===== src/include/eru_pkg.sv =====
// Constants, encodings and register map of the external request unit.
//
// Contract
// RULE_01: Enabled channel with detected condition raises request.
// RULE_02: Route bit one selects transfer, zero CPU.
// RULE_03: Peripheral withdraws pin within three cycles.
// RULE_04: Pin still present after three cycles re-pends.
// RULE_05: Cause-clear signal clears cause, re-arms detection.
// RULE_06: Only high level may wake from clock-stop.
// RULE_07: Software disables, selects, clears, then enables.
// RULE_08: Cause and enable adjacent for one 16-bit write.
// RULE_09: Edge pulses last at least three cycles.
// RULE_10: Held level cause keeps request until cleared.
// RULE_11: Disabled channel captures cause, forwards nothing; its status bit still sets and reaches irq when unmasked.
// RULE_12: Write zero clears cause; RMW reads ones.
// RULE_13: Select codes: low, high, rising, falling.
// RULE_14: Eight channels; enables and selects reset zero.
// RULE_15: Two-stage synchroniser before any detection.
package eru_pkg;

    // Channel count and field widths.
    localparam int ERU_CH   = 8;
    localparam int ERU_SELW = 2 * ERU_CH;
    localparam int ERU_AW   = 12;
    localparam int ERU_DW   = 32;

    // Register indices; the byte address is four times the index.
    localparam logic [ERU_AW-1:0] IDX_CTL    = 12'h030;
    localparam logic [ERU_AW-1:0] IDX_CAUSE  = 12'h031;
    localparam logic [ERU_AW-1:0] IDX_SELLO  = 12'h032;
    localparam logic [ERU_AW-1:0] IDX_SELHI  = 12'h033;
    localparam logic [ERU_AW-1:0] IDX_STAT   = 12'h040;
    localparam logic [ERU_AW-1:0] IDX_MASK   = 12'h041;
    localparam logic [ERU_AW-1:0] IDX_ROUTE  = 12'h042;
    localparam logic [ERU_AW-1:0] IDX_STATE  = 12'h043;

    // Field positions inside the combined enable and cause word.
    localparam int EN_LSB    = 0;
    localparam int CAUSE_LSB = 8;
    localparam int HIBYTE    = 8;

    // Detection select codes.
    localparam logic [1:0] SEL_LOW  = 2'h0;
    localparam logic [1:0] SEL_HIGH = 2'h1;
    localparam logic [1:0] SEL_RISE = 2'h2;
    localparam logic [1:0] SEL_FALL = 2'h3;

    // Guard after a transfer start, in machine cycles.
    localparam logic [1:0] GUARD_CYCLES = 2'h3;

    // Reset values and fixed read values.
    localparam logic [ERU_CH-1:0]   RST_BYTE = 8'h00;
    localparam logic [ERU_SELW-1:0] RST_SEL  = 16'h0000;
    localparam logic [ERU_DW-1:0]   RD_ZERO  = 32'h0000_0000;
    localparam logic [ERU_CH-1:0]   RMW_ONES = 8'hFF;

    // Bus slave states, one-hot.
    typedef enum logic [1:0] {
        ERU_IDLE = 2'b01,
        ERU_RESP = 2'b10
    } eru_bus_t;

endpackage : eru_pkg


===== src/hdl/eru_sync.sv =====
// Two-stage synchroniser for the external request pins.
`timescale 1ns/1ps

module eru_sync
    import eru_pkg::*;
(
    input  wire logic              ref_clk,
    input  wire logic              rst_b,
    input  wire logic [ERU_CH-1:0] pinAsync,
    output logic      [ERU_CH-1:0] pinSync
);

    logic [ERU_CH-1:0] stage1;

    // The first stage feeds only the second stage.
    always_ff @(posedge ref_clk or negedge rst_b)
    begin
        if (!rst_b)
        begin
            stage1  <= RST_BYTE;
            pinSync <= RST_BYTE;
        end
        else
        begin
            stage1  <= pinAsync;  // [RULE_15]
            pinSync <= stage1;    // [RULE_15]
        end
    end

endmodule : eru_sync


===== src/hdl/eru_detect.sv =====
// Per-channel level and edge detector for the request pins.
`timescale 1ns/1ps

module eru_detect
    import eru_pkg::*;
(
    input  wire logic                ref_clk,
    input  wire logic                rst_b,
    input  wire logic [ERU_CH-1:0]   pinSync,
    input  wire logic [ERU_SELW-1:0] detSel,
    output logic      [ERU_CH-1:0]   hit
);

    logic [ERU_CH-1:0] pinPrev;

    // Previous sampled level, used for edge detection.
    always_ff @(posedge ref_clk or negedge rst_b)
    begin
        if (!rst_b)
            pinPrev <= RST_BYTE;
        else
            pinPrev <= pinSync;
    end

    // Each channel picks its condition from its two select bits.
    genvar i;
    generate
        for (i = 0; i < ERU_CH; i++)
        begin : g_det
            wire logic [1:0] sel = detSel[2*i +: 2];
            assign hit[i] =
                (sel == SEL_LOW)  ? ~pinSync[i] :              // [RULE_13]
                (sel == SEL_HIGH) ?  pinSync[i] :              // [RULE_13]
                (sel == SEL_RISE) ? (pinSync[i] & ~pinPrev[i]) // [RULE_13]
                                  : (~pinSync[i] & pinPrev[i]);
        end
    endgenerate

endmodule : eru_detect


===== src/hdl/eru_top.sv =====
// External request unit: eight pin channels behind an APB slave.
//
// Added by the designer: the placing of the registers and the APB register port.
`timescale 1ns/1ps

module eru_top
    import eru_pkg::*;
(
    input  wire logic              ref_clk,
    input  wire logic              rst_b,
    input  wire logic              psel,
    input  wire logic              penable,
    input  wire logic              pwrite,
    input  wire logic [ERU_AW-1:0] paddr,
    input  wire logic [ERU_DW-1:0] pwdata,
    input  wire logic [3:0]        pstrb,
    output logic      [ERU_DW-1:0] prdata,
    output logic                   pready,
    output logic                   pslverr,
    input  wire logic [ERU_CH-1:0] extPin,
    input  wire logic [ERU_CH-1:0] xferStart,
    input  wire logic [ERU_CH-1:0] causeClear,
    input  wire logic              rmwRead,
    output logic      [ERU_CH-1:0] cpuReq,
    output logic      [ERU_CH-1:0] xferReq,
    output logic                   wakeReq,
    output logic                   irq
);

    // Register map, one aligned 32-bit word per register. The byte
    // address is four times the index kept in the package.
    // Control word: bits 7..0 enable the channels, bits 15..8 are
    // the cause flags. The two bytes sit side by side so that one
    // halfword write can clear causes and enable channels at once.
    // Cause word: bits 7..0 hold the cause flags alone.
    // Select low word: bits 15..0 hold two select bits per channel.
    // Select high word: bits 7..0 hold the selects of channels
    // four to seven, a second view of the same flops.
    // Status word: bits 7..0 record new causes, write one to clear.
    // Mask word: bits 7..0 let status bits reach the irq line.
    // Route word: a one sends the channel to the transfer path.
    // State word: bits 7..0 synchronised pins, 15..8 guard active.
    // Unmapped addresses answer with pslverr and read as zero.
    //
    // Cause flags leave reset cleared rather than unknown, so no
    // request ever carries an unknown value. With the reset select
    // of low level and idle-low pins every cause sets soon after
    // reset; software must program the selects and clear the
    // causes before it enables a channel.

    // Address decode used for every register.
    function automatic logic hitReg(
        input logic [ERU_AW-1:0] addr,
        input logic [ERU_AW-1:0] idx
    );
        hitReg = (addr == {idx[ERU_AW-3:0], 2'b00});
    endfunction : hitReg

    // Software-visible storage, guard counters and bus state.
    logic [ERU_CH-1:0]   reqEnable;
    logic [ERU_CH-1:0]   reqCause;
    logic [ERU_SELW-1:0] detSel;
    logic [ERU_CH-1:0]   evtStatus;
    logic [ERU_CH-1:0]   evtMask;
    logic [ERU_CH-1:0]   xferRoute;
    logic [1:0]          guardCnt [ERU_CH];
    eru_bus_t            busState;

    // Internal nets.
    logic [ERU_CH-1:0]   pinSync;
    logic [ERU_CH-1:0]   detHit;
    logic [ERU_CH-1:0]   guardOn;
    logic [ERU_CH-1:0]   setCause;
    logic [ERU_CH-1:0]   swClear;
    logic [ERU_CH-1:0]   next_cause;
    logic [ERU_CH-1:0]   next_status;
    logic [ERU_CH-1:0]   reqLive;
    logic [ERU_CH-1:0]   wakeCand;
    logic [ERU_DW-1:0]   readMux;
    logic                 mapped;
    eru_bus_t            next_busState;

    // Pin to request latency: two synchroniser edges, one edge to
    // set the cause and one more to register the request. Edge
    // modes need only the previous-sample flop beside the second
    // stage, so they add no further delay.
    // Everything downstream reads only the second stage, so a
    // metastable first stage can never reach a cause flag.

    // Pins are resynchronised before any detector sees them.
    eru_sync u_sync (
        .ref_clk  (ref_clk),
        .rst_b    (rst_b),
        .pinAsync (extPin),
        .pinSync  (pinSync)
    );

    // The previous-sample flop resets low, matching idle-low pins,
    // so no false rising edge follows reset.
    // Level and edge detection per channel.
    eru_detect u_detect (
        .ref_clk (ref_clk),
        .rst_b   (rst_b),
        .pinSync (pinSync),
        .detSel  (detSel),
        .hit     (detHit)
    );

    // The decode compares the whole byte address, so an address
    // that is not word aligned matches nothing and is unmapped.
    // Bus phase decode. A write or read completes at the edge
    // where pready is high together with psel and penable.
    wire logic accessPh = psel & penable;
    wire logic commit   = accessPh & pready;
    wire logic wrCommit = commit & pwrite;

    wire logic selCtl   = hitReg(paddr, IDX_CTL);
    wire logic selCause = hitReg(paddr, IDX_CAUSE);
    wire logic selSelLo = hitReg(paddr, IDX_SELLO);
    wire logic selSelHi = hitReg(paddr, IDX_SELHI);
    wire logic selStat  = hitReg(paddr, IDX_STAT);
    wire logic selMask  = hitReg(paddr, IDX_MASK);
    wire logic selRoute = hitReg(paddr, IDX_ROUTE);
    wire logic selState = hitReg(paddr, IDX_STATE);

    assign mapped = selCtl | selCause | selSelLo | selSelHi |
                    selStat | selMask | selRoute | selState;

    // Byte-lane write strobes per register.
    wire logic wrEnable  = wrCommit & selCtl & pstrb[0];
    wire logic wrCtlCaus = wrCommit & selCtl & pstrb[1];
    wire logic wrCauseB  = wrCommit & selCause & pstrb[0];
    wire logic wrSelLo0  = wrCommit & selSelLo & pstrb[0];
    wire logic wrSelLo1  = wrCommit & selSelLo & pstrb[1];
    wire logic wrSelHi   = wrCommit & selSelHi & pstrb[0];
    wire logic wrStat    = wrCommit & selStat & pstrb[0];
    wire logic wrMask    = wrCommit & selMask & pstrb[0];
    wire logic wrRoute   = wrCommit & selRoute & pstrb[0];

    // Writing zero clears a cause, writing one leaves it. One
    // 16-bit access to the combined word can clear causes in the
    // upper byte while setting enables in the lower byte.
    assign swClear =
        ({ERU_CH{wrCtlCaus}} & ~pwdata[CAUSE_LSB +: ERU_CH]) |  // [RULE_08]
        ({ERU_CH{wrCauseB}}  & ~pwdata[EN_LSB +: ERU_CH]);      // [RULE_12]

    // Per-channel cause, guard and request logic.
    genvar i;
    generate
        for (i = 0; i < ERU_CH; i++)
        begin : g_ch
            // A guard window follows each transfer start; the pin
            // may still be high while the peripheral withdraws it.
            // A line whose synchronised level drops within three edges never re-pends; a
            // line kept up is seen as a fresh transfer request. A
            // start strobe inside a running window restarts it.
            always_ff @(posedge ref_clk or negedge rst_b)
            begin
                if (!rst_b)
                    guardCnt[i] <= 2'h0;
                else if (xferStart[i])
                    guardCnt[i] <= GUARD_CYCLES;               // [RULE_04]
                else if (guardOn[i])
                    guardCnt[i] <= guardCnt[i] - 2'h1;
            end

            assign guardOn[i] = (guardCnt[i] != 2'h0);

            // Detection is blind during the guard; a pin still
            // present afterwards pends a fresh request.
            assign setCause[i] = detHit[i] & ~guardOn[i];     // [RULE_04]

            // Hardware set wins over both clear sources.
            // A cause that arrives during a clear is thus never
            // lost; it simply stays pending.
            assign next_cause[i] = setCause[i] |               // [RULE_10]
                (reqCause[i] & ~(swClear[i] | causeClear[i])); // [RULE_05]

            // A new cause is an event for the status register.
            // A status clear in the same cycle as a new event
            // loses to the event, so no event is dropped.
            assign next_status[i] = (setCause[i] & ~reqCause[i]) |
                (evtStatus[i] & ~(wrStat & pwdata[i]));
        end
    endgenerate

    // Causes are captured regardless of enable; only enabled
    // channels pass a request on.
    assign reqLive = reqCause & reqEnable;                     // [RULE_11]

    // The wake line is a hint to the clock controller only. It is
    // not latched, so it drops three edges after the pin goes low.
    // Only high-level channels are wake candidates. Edge detection
    // needs a running clock and low level is unreliable there.
    generate
        for (i = 0; i < ERU_CH; i++)
        begin : g_wake
            assign wakeCand[i] = reqEnable[i] & pinSync[i] &
                                 (detSel[2*i +: 2] == SEL_HIGH); // [RULE_06]
        end
    endgenerate

    // Cause flags and their event status.
    // A status event fires only on the cycle a cause goes from
    // clear to set, so a held level counts once.
    always_ff @(posedge ref_clk or negedge rst_b)
    begin
        if (!rst_b)
        begin
            reqCause  <= RST_BYTE;
            evtStatus <= RST_BYTE;
        end
        else
        begin
            reqCause  <= next_cause;   // [RULE_05]
            evtStatus <= next_status;
        end
    end

    // Enables, routing and event mask.
    // These change only on a committed write. A write to one lane
    // of the control word leaves the other lane alone, which is
    // what lets causes and enables share one word.
    always_ff @(posedge ref_clk or negedge rst_b)
    begin
        if (!rst_b)
        begin
            reqEnable <= RST_BYTE;     // [RULE_14]
            xferRoute <= RST_BYTE;
            evtMask   <= RST_BYTE;
        end
        else
        begin
            if (wrEnable)
                reqEnable <= pwdata[EN_LSB +: ERU_CH];
            if (wrRoute)
                xferRoute <= pwdata[EN_LSB +: ERU_CH];
            if (wrMask)
                evtMask <= pwdata[EN_LSB +: ERU_CH];
        end
    end

    // Detection select, reachable as one halfword or by upper byte.
    // Changing a select on an enabled channel can fake an edge or
    // a level hit; disabling first, then selecting, then clearing
    // the cause keeps a spurious request from escaping.
    always_ff @(posedge ref_clk or negedge rst_b)
    begin
        if (!rst_b)
            detSel <= RST_SEL;         // [RULE_14]
        else
        begin
            if (wrSelLo0)
                detSel[0 +: HIBYTE] <= pwdata[0 +: HIBYTE];
            if (wrSelLo1 | wrSelHi)
                detSel[HIBYTE +: HIBYTE] <= wrSelHi
                    ? pwdata[0 +: HIBYTE]
                    : pwdata[HIBYTE +: HIBYTE];
        end
    end

    // Requests toward the interrupt controller, split by route.
    // Registering them gives the controller clean levels at the
    // cost of one more edge of latency on every request.
    always_ff @(posedge ref_clk or negedge rst_b)
    begin
        if (!rst_b)
        begin
            cpuReq  <= RST_BYTE;
            xferReq <= RST_BYTE;
            wakeReq <= 1'b0;
            irq     <= 1'b0;
        end
        else
        begin
            cpuReq  <= reqLive & ~xferRoute;  // [RULE_01] [RULE_02]
            xferReq <= reqLive & xferRoute;   // [RULE_01] [RULE_02]
            wakeReq <= |wakeCand;              // [RULE_06]
            irq     <= |(evtStatus & evtMask);
        end
    end

    // The select-high view is the upper byte of the select word,
    // so the two views can never disagree.
    // Read data selection. Cause bytes read as all ones during a
    // read-modify-write so the write back clears nothing.
    wire logic [ERU_CH-1:0] causeView =
        rmwRead ? RMW_ONES : reqCause;                          // [RULE_12]

    assign readMux =
        selCtl   ? {16'h0000, causeView, reqEnable} :          // [RULE_08]
        selCause ? {24'h00_0000, causeView} :
        selSelLo ? {16'h0000, detSel} :
        selSelHi ? {24'h00_0000, detSel[HIBYTE +: HIBYTE]} :
        selStat  ? {24'h00_0000, evtStatus} :
        selMask  ? {24'h00_0000, evtMask} :
        selRoute ? {24'h00_0000, xferRoute} :
        selState ? {16'h0000, guardOn, pinSync} :
                   RD_ZERO;

    // Walk of one transfer: after the setup edge, the first access
    // edge moves the state to answer and loads pready, prdata and
    // pslverr; the second access edge sees pready high and commits
    // the write. The master then drops psel and penable. A setup
    // right after is fine, as the state is idle again by then.
    // Every access pays one wait state; in exchange the outputs
    // are registered and no combinational path runs from paddr
    // to prdata.
    // Slave answers one cycle into the access phase. The added
    // wait state keeps pready and prdata straight from flops.
    always_comb
    begin
        next_busState = busState;
        case (busState)
            ERU_IDLE:
                if (accessPh)
                    next_busState = ERU_RESP;
            ERU_RESP:
                next_busState = ERU_IDLE;
            default:
                next_busState = ERU_IDLE;
        endcase
    end

    // Bus state and registered answer.
    always_ff @(posedge ref_clk or negedge rst_b)
    begin
        if (!rst_b)
        begin
            busState <= ERU_IDLE;
            pready   <= 1'b0;
            pslverr  <= 1'b0;
            prdata   <= RD_ZERO;
        end
        else
        begin
            busState <= next_busState;
            pready   <= (next_busState == ERU_RESP);
            pslverr  <= (next_busState == ERU_RESP) & ~mapped;
            prdata   <= (next_busState == ERU_RESP) & ~pwrite
                        ? readMux : RD_ZERO;
        end
    end

endmodule : eru_top


===== config.mk =====
export PLATFORM = sky130hd
export DESIGN_NAME = eru_top
export DESIGN_NICKNAME = d
export VERILOG_FILES = /design/src/include/eru_pkg.sv /design/src/hdl/eru_sync.sv /design/src/hdl/eru_detect.sv /design/src/hdl/eru_top.sv
export SDC_FILE = /design/constraint.sdc
export NUM_CORES = 1
export LEC_CHECK = 0
export BUFFER_PORTS_ARGS = -buffer_cell sky130_fd_sc_hd__clkbuf_2
export CAP_MARGIN = 20
export CORE_MARGIN = 3
export CORE_UTILIZATION = 55
export DETAILED_ROUTE_END_ITERATION = 16
export GPL_TIMING_DRIVEN = 0
export HOLD_SLACK_MARGIN = 0.02
export PLACE_DENSITY_LB_ADDON = 0.3
export RECOVER_POWER = 100
export SETUP_SLACK_MARGIN = 0.3
export SLEW_MARGIN = 20
export SYNTH_ARGS = -nofsm -noshare
export SYNTH_HDL_FRONTEND = slang
export SYNTH_SLANG_ARGS = --single-unit

===== constraint.sdc =====
create_clock -name ref_clk -period 2 [get_ports ref_clk]
set_input_delay 0.2 -clock ref_clk [delete_from_list [all_inputs] [get_ports ref_clk]]
set_output_delay 0.2 -clock ref_clk [all_outputs]
set_load 0.01 [all_outputs]

## Word level (Yosys, flattened, before mapping)

Index checks and enable logic that the tools add are counted.

| operators by class | value |
|---|---|
| reductions and logical operators | 26 |
| add/subtract/negate cells | 8 |
| bitwise gates (word level) | 185 |
| eq/ne operators | 26 |
| divide/modulo/power cells | 0 |
| mux-type cells | 53 |
| order comparisons | 0 |
| multiply operators | 0 |
| shifts and indexed selects | 0 |

Operators with widths:

| kind | count |
|---|---|
| 2-to-1 mux 16 bit | 9 |
| AND 1 bit | 93 |
| inverter 1 bit | 50 |
| AND 8 bit | 6 |
| == test 12 x 8 -> 1 bit (second input constant) | 4 |
| == test 12 x 9 -> 1 bit (second input constant) | 4 |
| 2-to-1 mux 2 bit | 18 |
| OR 1 bit | 32 |
| nonzero test 2 bit | 16 |
| 2-to-1 mux 1 bit | 24 |
| inverter 8 bit | 3 |
| == test 2 x 1 -> 1 bit (second input constant) | 9 |
| == test 2 bit (second input constant) | 9 |
| zero test 2 bit | 8 |
| 2-to-1 mux 8 bit | 2 |
| OR reduction 8 bit | 2 |
| subtractor 2 x 1 -> 2 bit (second input constant) | 8 |
| OR 8 bit | 1 |

| word-level totals | value |
|---|---|
| output and inout port bits | 52 |
| logic and storage cells | 324 |
| bits in read-only memories | 0 |
| bits of input ports | 78 |
| bits in latches | 0 |
| register bits | 134 |
| RAM bits | 0 |
| memories kept | 0 |

## Longest topological paths before layout

| depth | value |
|---|---|
| word-level depth | 11 |
| gate-level depth with buffers | 8 |
| mapped depth without buffers | 5 |

## Modules after synthesis

A second synthesis with hierarchy kept.

| second synthesis, totals | value |
|---|---|
| cells, all modules | 584 |
| area total of the unflattened synthesis | 6457.4 sq um |

By module, submodules not included:

| module | cells each | instances | area an instance (sq um) | seq. area each (sq um) |
|---|---|---|---|---|
| eru_top | 520 | 1 | 5545.3 | 2753.9 |
| eru_detect | 48 | 1 | 511.7 | 200.2 |
| eru_sync | 16 | 1 | 400.4 | 400.4 |

## Worst setup path after synthesis

Ideal clock, no wire load.

| timing | value |
|---|---|
| path kind | flip-flop to flip-flop |
| start point | reg pready |
| end point | reg detSel[0] |
| arrival | 1592 ps |
| clock period less this slack | 1717 ps |
| slack | 283 ps |
| required time | 1875 ps |
| cell stages (with the launch flop) | 6 |
| setup time | 125 ps |
| buffers on the path | 1 |
| cell sequence | dfrtp_1 > and4_1 > nand2_1 > or3_1 > buf_6 > mux2_4 |

| on the way | value |
|---|---|
| longest elaborated chain between the ends | 4 |

Ends and longest elaborated chain:

| element | line | RTL |
|---|---|---|
| start: declaration | eru_top.sv:18 | `output logic pready,` |
| start signal: assignment | eru_top.sv:338 | `pready <= (next_busState == ERU_RESP);` |
| AND 1 bit | eru_top.sv:114 | `wire logic commit = accessPh & pready;` |
| AND 1 bit | eru_top.sv:115 | `wire logic wrCommit = commit & pwrite;` |
| AND 1 bit (2 in a row) | eru_top.sv:133 | `wire logic wrSelLo0 = wrCommit & selSelLo & pstrb[0];` |
| end signal: indexed assignment | eru_top.sv:254 | `detSel[0 +: HIBYTE] <= pwdata[0 +: HIBYTE];` |
| end signal: indexed assignment | eru_top.sv:256 | `detSel[HIBYTE +: HIBYTE] <= wrSelHi` |
| end: declaration | eru_top.sv:62 | `logic [ERU_SELW-1:0] detSel;` |

No other way between the ends.
A chain may end at the register's enable or synchronous reset.

## Worst setup path after layout

| timing | value |
|---|---|
| start point | reg pready |
| end point | reg detSel[11] |

| on the way | value |
|---|---|
| longest elaborated chain between the ends | 5 |
| elaborated cells between the ends (all ways) | 8 |
| classes of those cells | mux (1); bitwise (7) |

Ends and longest elaborated chain:

| element | line |
|---|---|
| AND 1 bit (*) | eru_top.sv:114 |
| AND 1 bit (*) | eru_top.sv:115 |
| AND 1 bit, on equally long branches (2 in a row) | eru_top.sv:135, eru_top.sv:134 |
| 2-to-1 mux 8 bit or OR 1 bit (tied branches) | eru_top.sv:257, eru_top.sv:255 |

Mark *: on every way between the ends. The rest lies on a longest branch, timed or not.

==> results.ini <==
[run_status]
status = finished, final reports clean

[sta]
finalCritPeriodShare = 0.930
clock_skew_ps = 5.75
setup_viol = 0
clock.fmax_mhz = 538
worst_slew_pin_slew_ps = 1000
finalHoldViolCount = 0
min_period_ps = 1860
rsz0062_at_grt = yes
maxSlewViolCount = 0
timing.slew.headroom = 0.331
setup_slack_ps = 140
timing.setup.tns_ps = 0

[die]
fp.dieW_um = 114
die-area_um2 = 12900
start_util = 0.576
io_pins = 130
row_count = 38
core_area_um2 = 11100
die_h_um = 114

[placed_design]
port_buffers = 94
pre_cts_slack_ps = -341
dpl.hpwl_mm = 12.0
dpl.cell_count = 821
gp_congestion = 0.935

[clock_network]
numCtsBuffers = 17
ctsLongestPathBuffers = 2
cts_tree = yes
clk_transition_reported_paths_ps = 60
cts_sinks = 134
cts_root_buf = clkbuf_16
htreeDepth = 4
clk_latency_ps = 420

[job]
cap_violations = 0

[routing]
post_drt_wl_per_cell_um = 20.9
wl_mm = 18.5
drtPass1Iterations = 7
route.antenna.remaining_nets = 0
drc = 0
vias_per_cell = 6.06
drt-initial-drc-count = 436
vias = 5359

[global_route]
grt_util_met1 = 0.396
top_usage_layer = met2
grt_usage = 0.293
use_met3 = 0.0721
antenna_found_initial = 0
grt_pass1_vias = 5322
grt_first_pass_wirelength_mm = 28.7
grtUsageMet2 = 0.453
grt_start_max_net_pins = 82
grt-ovfl-total = 0

[synthesis]
ys_warn_count = 0
synth_ff_type = dfrtp_1
synth_edf_count = 0
syn_area_um2 = 6380
synth_compound_area_frac = 0.108
synth_cell_types = 57
syn_area_per_cell_um2 = 11.2
synth_cells = 571
async_reset_ff_frac = 1.00
synthAdderAreaFrac = 0.0157
ys_ff_latch = 134
synth_top_family_by_area = simple AND/OR/NAND/NOR gates
yosys.area_share.simple = 0.181
synthXorXnorAreaFrac = 0.0165
seq_area_frac_synth = 0.526
synth_mux_area_frac = 0.105

[cells_and_area]
multi_input_area_um2 = 2850
fill_cells = 798
final_common_cell = dfrtp_1
layout.cells.non_filler = 885
fin_nets = 818
layout_common_cells = dfrtp_1, clkbuf_2, nor2_1
area_growth_pct = 26.0
drive_above_1_share = 0.271
antenna_cells = 0
seqCellArea_um2 = 3350

[critical_path]
reg2reg_from = pready
worstSetupEndpointType = flop
crit_fanout = 8
r2r_end = detSel[11]
crit_type = reg2reg
critPathArrivalTime_ps = 2150
required_ps = 2290
r2r_cells = 6
rrSetupSlack_ps = 140
start_kind = flop

[power]
vdd_drop_max_v = 0.000811
total_leakage_power_uw = 0.00382
power_density_nw_per_um2 = 845

[min_path]
whs_endpoint = reqCause[0]
hp-class = in2reg
hold_start = causeClear[0]
hold_path_depth = 4

## cells in the mapped netlist, types with 8 or more instances
master,count,area (µm²)
o221ai_1,9,78.8
nor2_1,53,199
nand2b_1,11,68.8
dfrtp_1,133,3330
buf_4,19,143
mux2_4,8,120
nor2b_1,18,113
mux2_2,22,248
xor2_1,12,105
nand3_1,9,45.0
o21ai_0,21,105
and3_1,11,68.8
a21oi_1,34,170
ha_1,8,100
mux2i_1,13,130
nand2_1,48,180
inv_1,22,82.6
nand4_1,8,50.1
o2bb2ai_1,8,70.1
o22a_1,8,70.1
## timing repair
action | CTS | global route
buffers inserted | 13 | 2
gates resized for setup | 8 | 25
hold buffers | 17 | 0
pin swaps | 7 | 5
endpoints found under the hold margin | 76 | 0
setup endpoints to repair | 60 | 39
## layout make-up
| class | count | area share |
|---|---|---|
| buffer | 33 | 0.0311 |
| clock buffer | 17 | 0.0529 |
| clock inverter | 15 | 0.0226 |
| inverter | 22 | 0.0103 |
| multi-input combinational | 397 | 0.354 |
| sequential | 134 | 0.417 |
| tap | 140 | 0.0218 |
| timing repair buffer | 127 | 0.0899 |
## power breakdown
| part | leakage (µW) | internal [µW] | total [µW] | switching, µW |
|---|---|---|---|---|
| sequential | 0.00170 | 2850 | 2940 | 99.3 |
| combinational | 0.00184 | 309 | 697 | 388 |
| clock | 0.000281 | 1960 | 3160 | 1190 |
| total | 0.00382 | 5120 | 6800 | 1680 |
## through the flow
step	utilization	hold slack, ps	total power [µW]	instance area (µm²)
after floorplan	-	-95.6	3370	6440
after global placement	0.640	309	3590	7090
after detailed placement	0.643	188	3650	7120
after CTS	0.724	45.7	6810	8020
after global routing	0.726	42.9	7050	8040
final	0.726	40.8	6800	8040
## flip-flops by register name, indices dropped and copies added (netlist names), 2 cells and up
| name | cells |
|---|---|
| busState | 2 |
| cpuReq | 8 |
| detSel | 16 |
| evtMask | 8 |
| evtStatus | 8 |
| guardCnt | 16 |
| prdata | 16 |
| reqCause | 8 |
| reqEnable | 8 |
| u_detect.pinPrev | 8 |
| u_sync.pinSync | 8 |
| u_sync.stage1 | 8 |
| xferReq | 8 |
| xferRoute | 8 |
## critical path: stages (launching register included)
cell,delay (ps)
dfrtp_1,340
and4_1,260
and2_1,220
and4_1,210
clkbuf_2,350
mux2i_1,260
a21oi_1,90
## cell families after synthesis
logic type / after synthesis
xor gates and xnor gates: 12
DFF: 134
and+or+nand+nor: 206
buffers and inverters: 55
other: 1
AOI/OAI and AO/OA: 104
muxes: 51
adders and majority gates: 8
## worst max-delay path by stage
stage,cells past startpoint,slack [ps],endpoint,startpoint
after floorplan,5,330,detSel[0],pready
after global placement,1,-1290,cpuReq[3],rst_b
after detailed placement,6,-340,xferRoute[4],paddr[3]
after CTS,6,290,reqCause[7],pready
after global routing,6,100,detSel[8],pready
final,6,140,detSel[11],pready
## metal layers
metal	vias up	wire length, µm	share of wire
li1	2337	-	-
met1	2619	7150	0.39
met2	345	8690	0.47
met3	58	1980	0.11
met4	0	655	0.035
met5	-	0	0
Note: power is estimated with default switching activity, not from simulation.
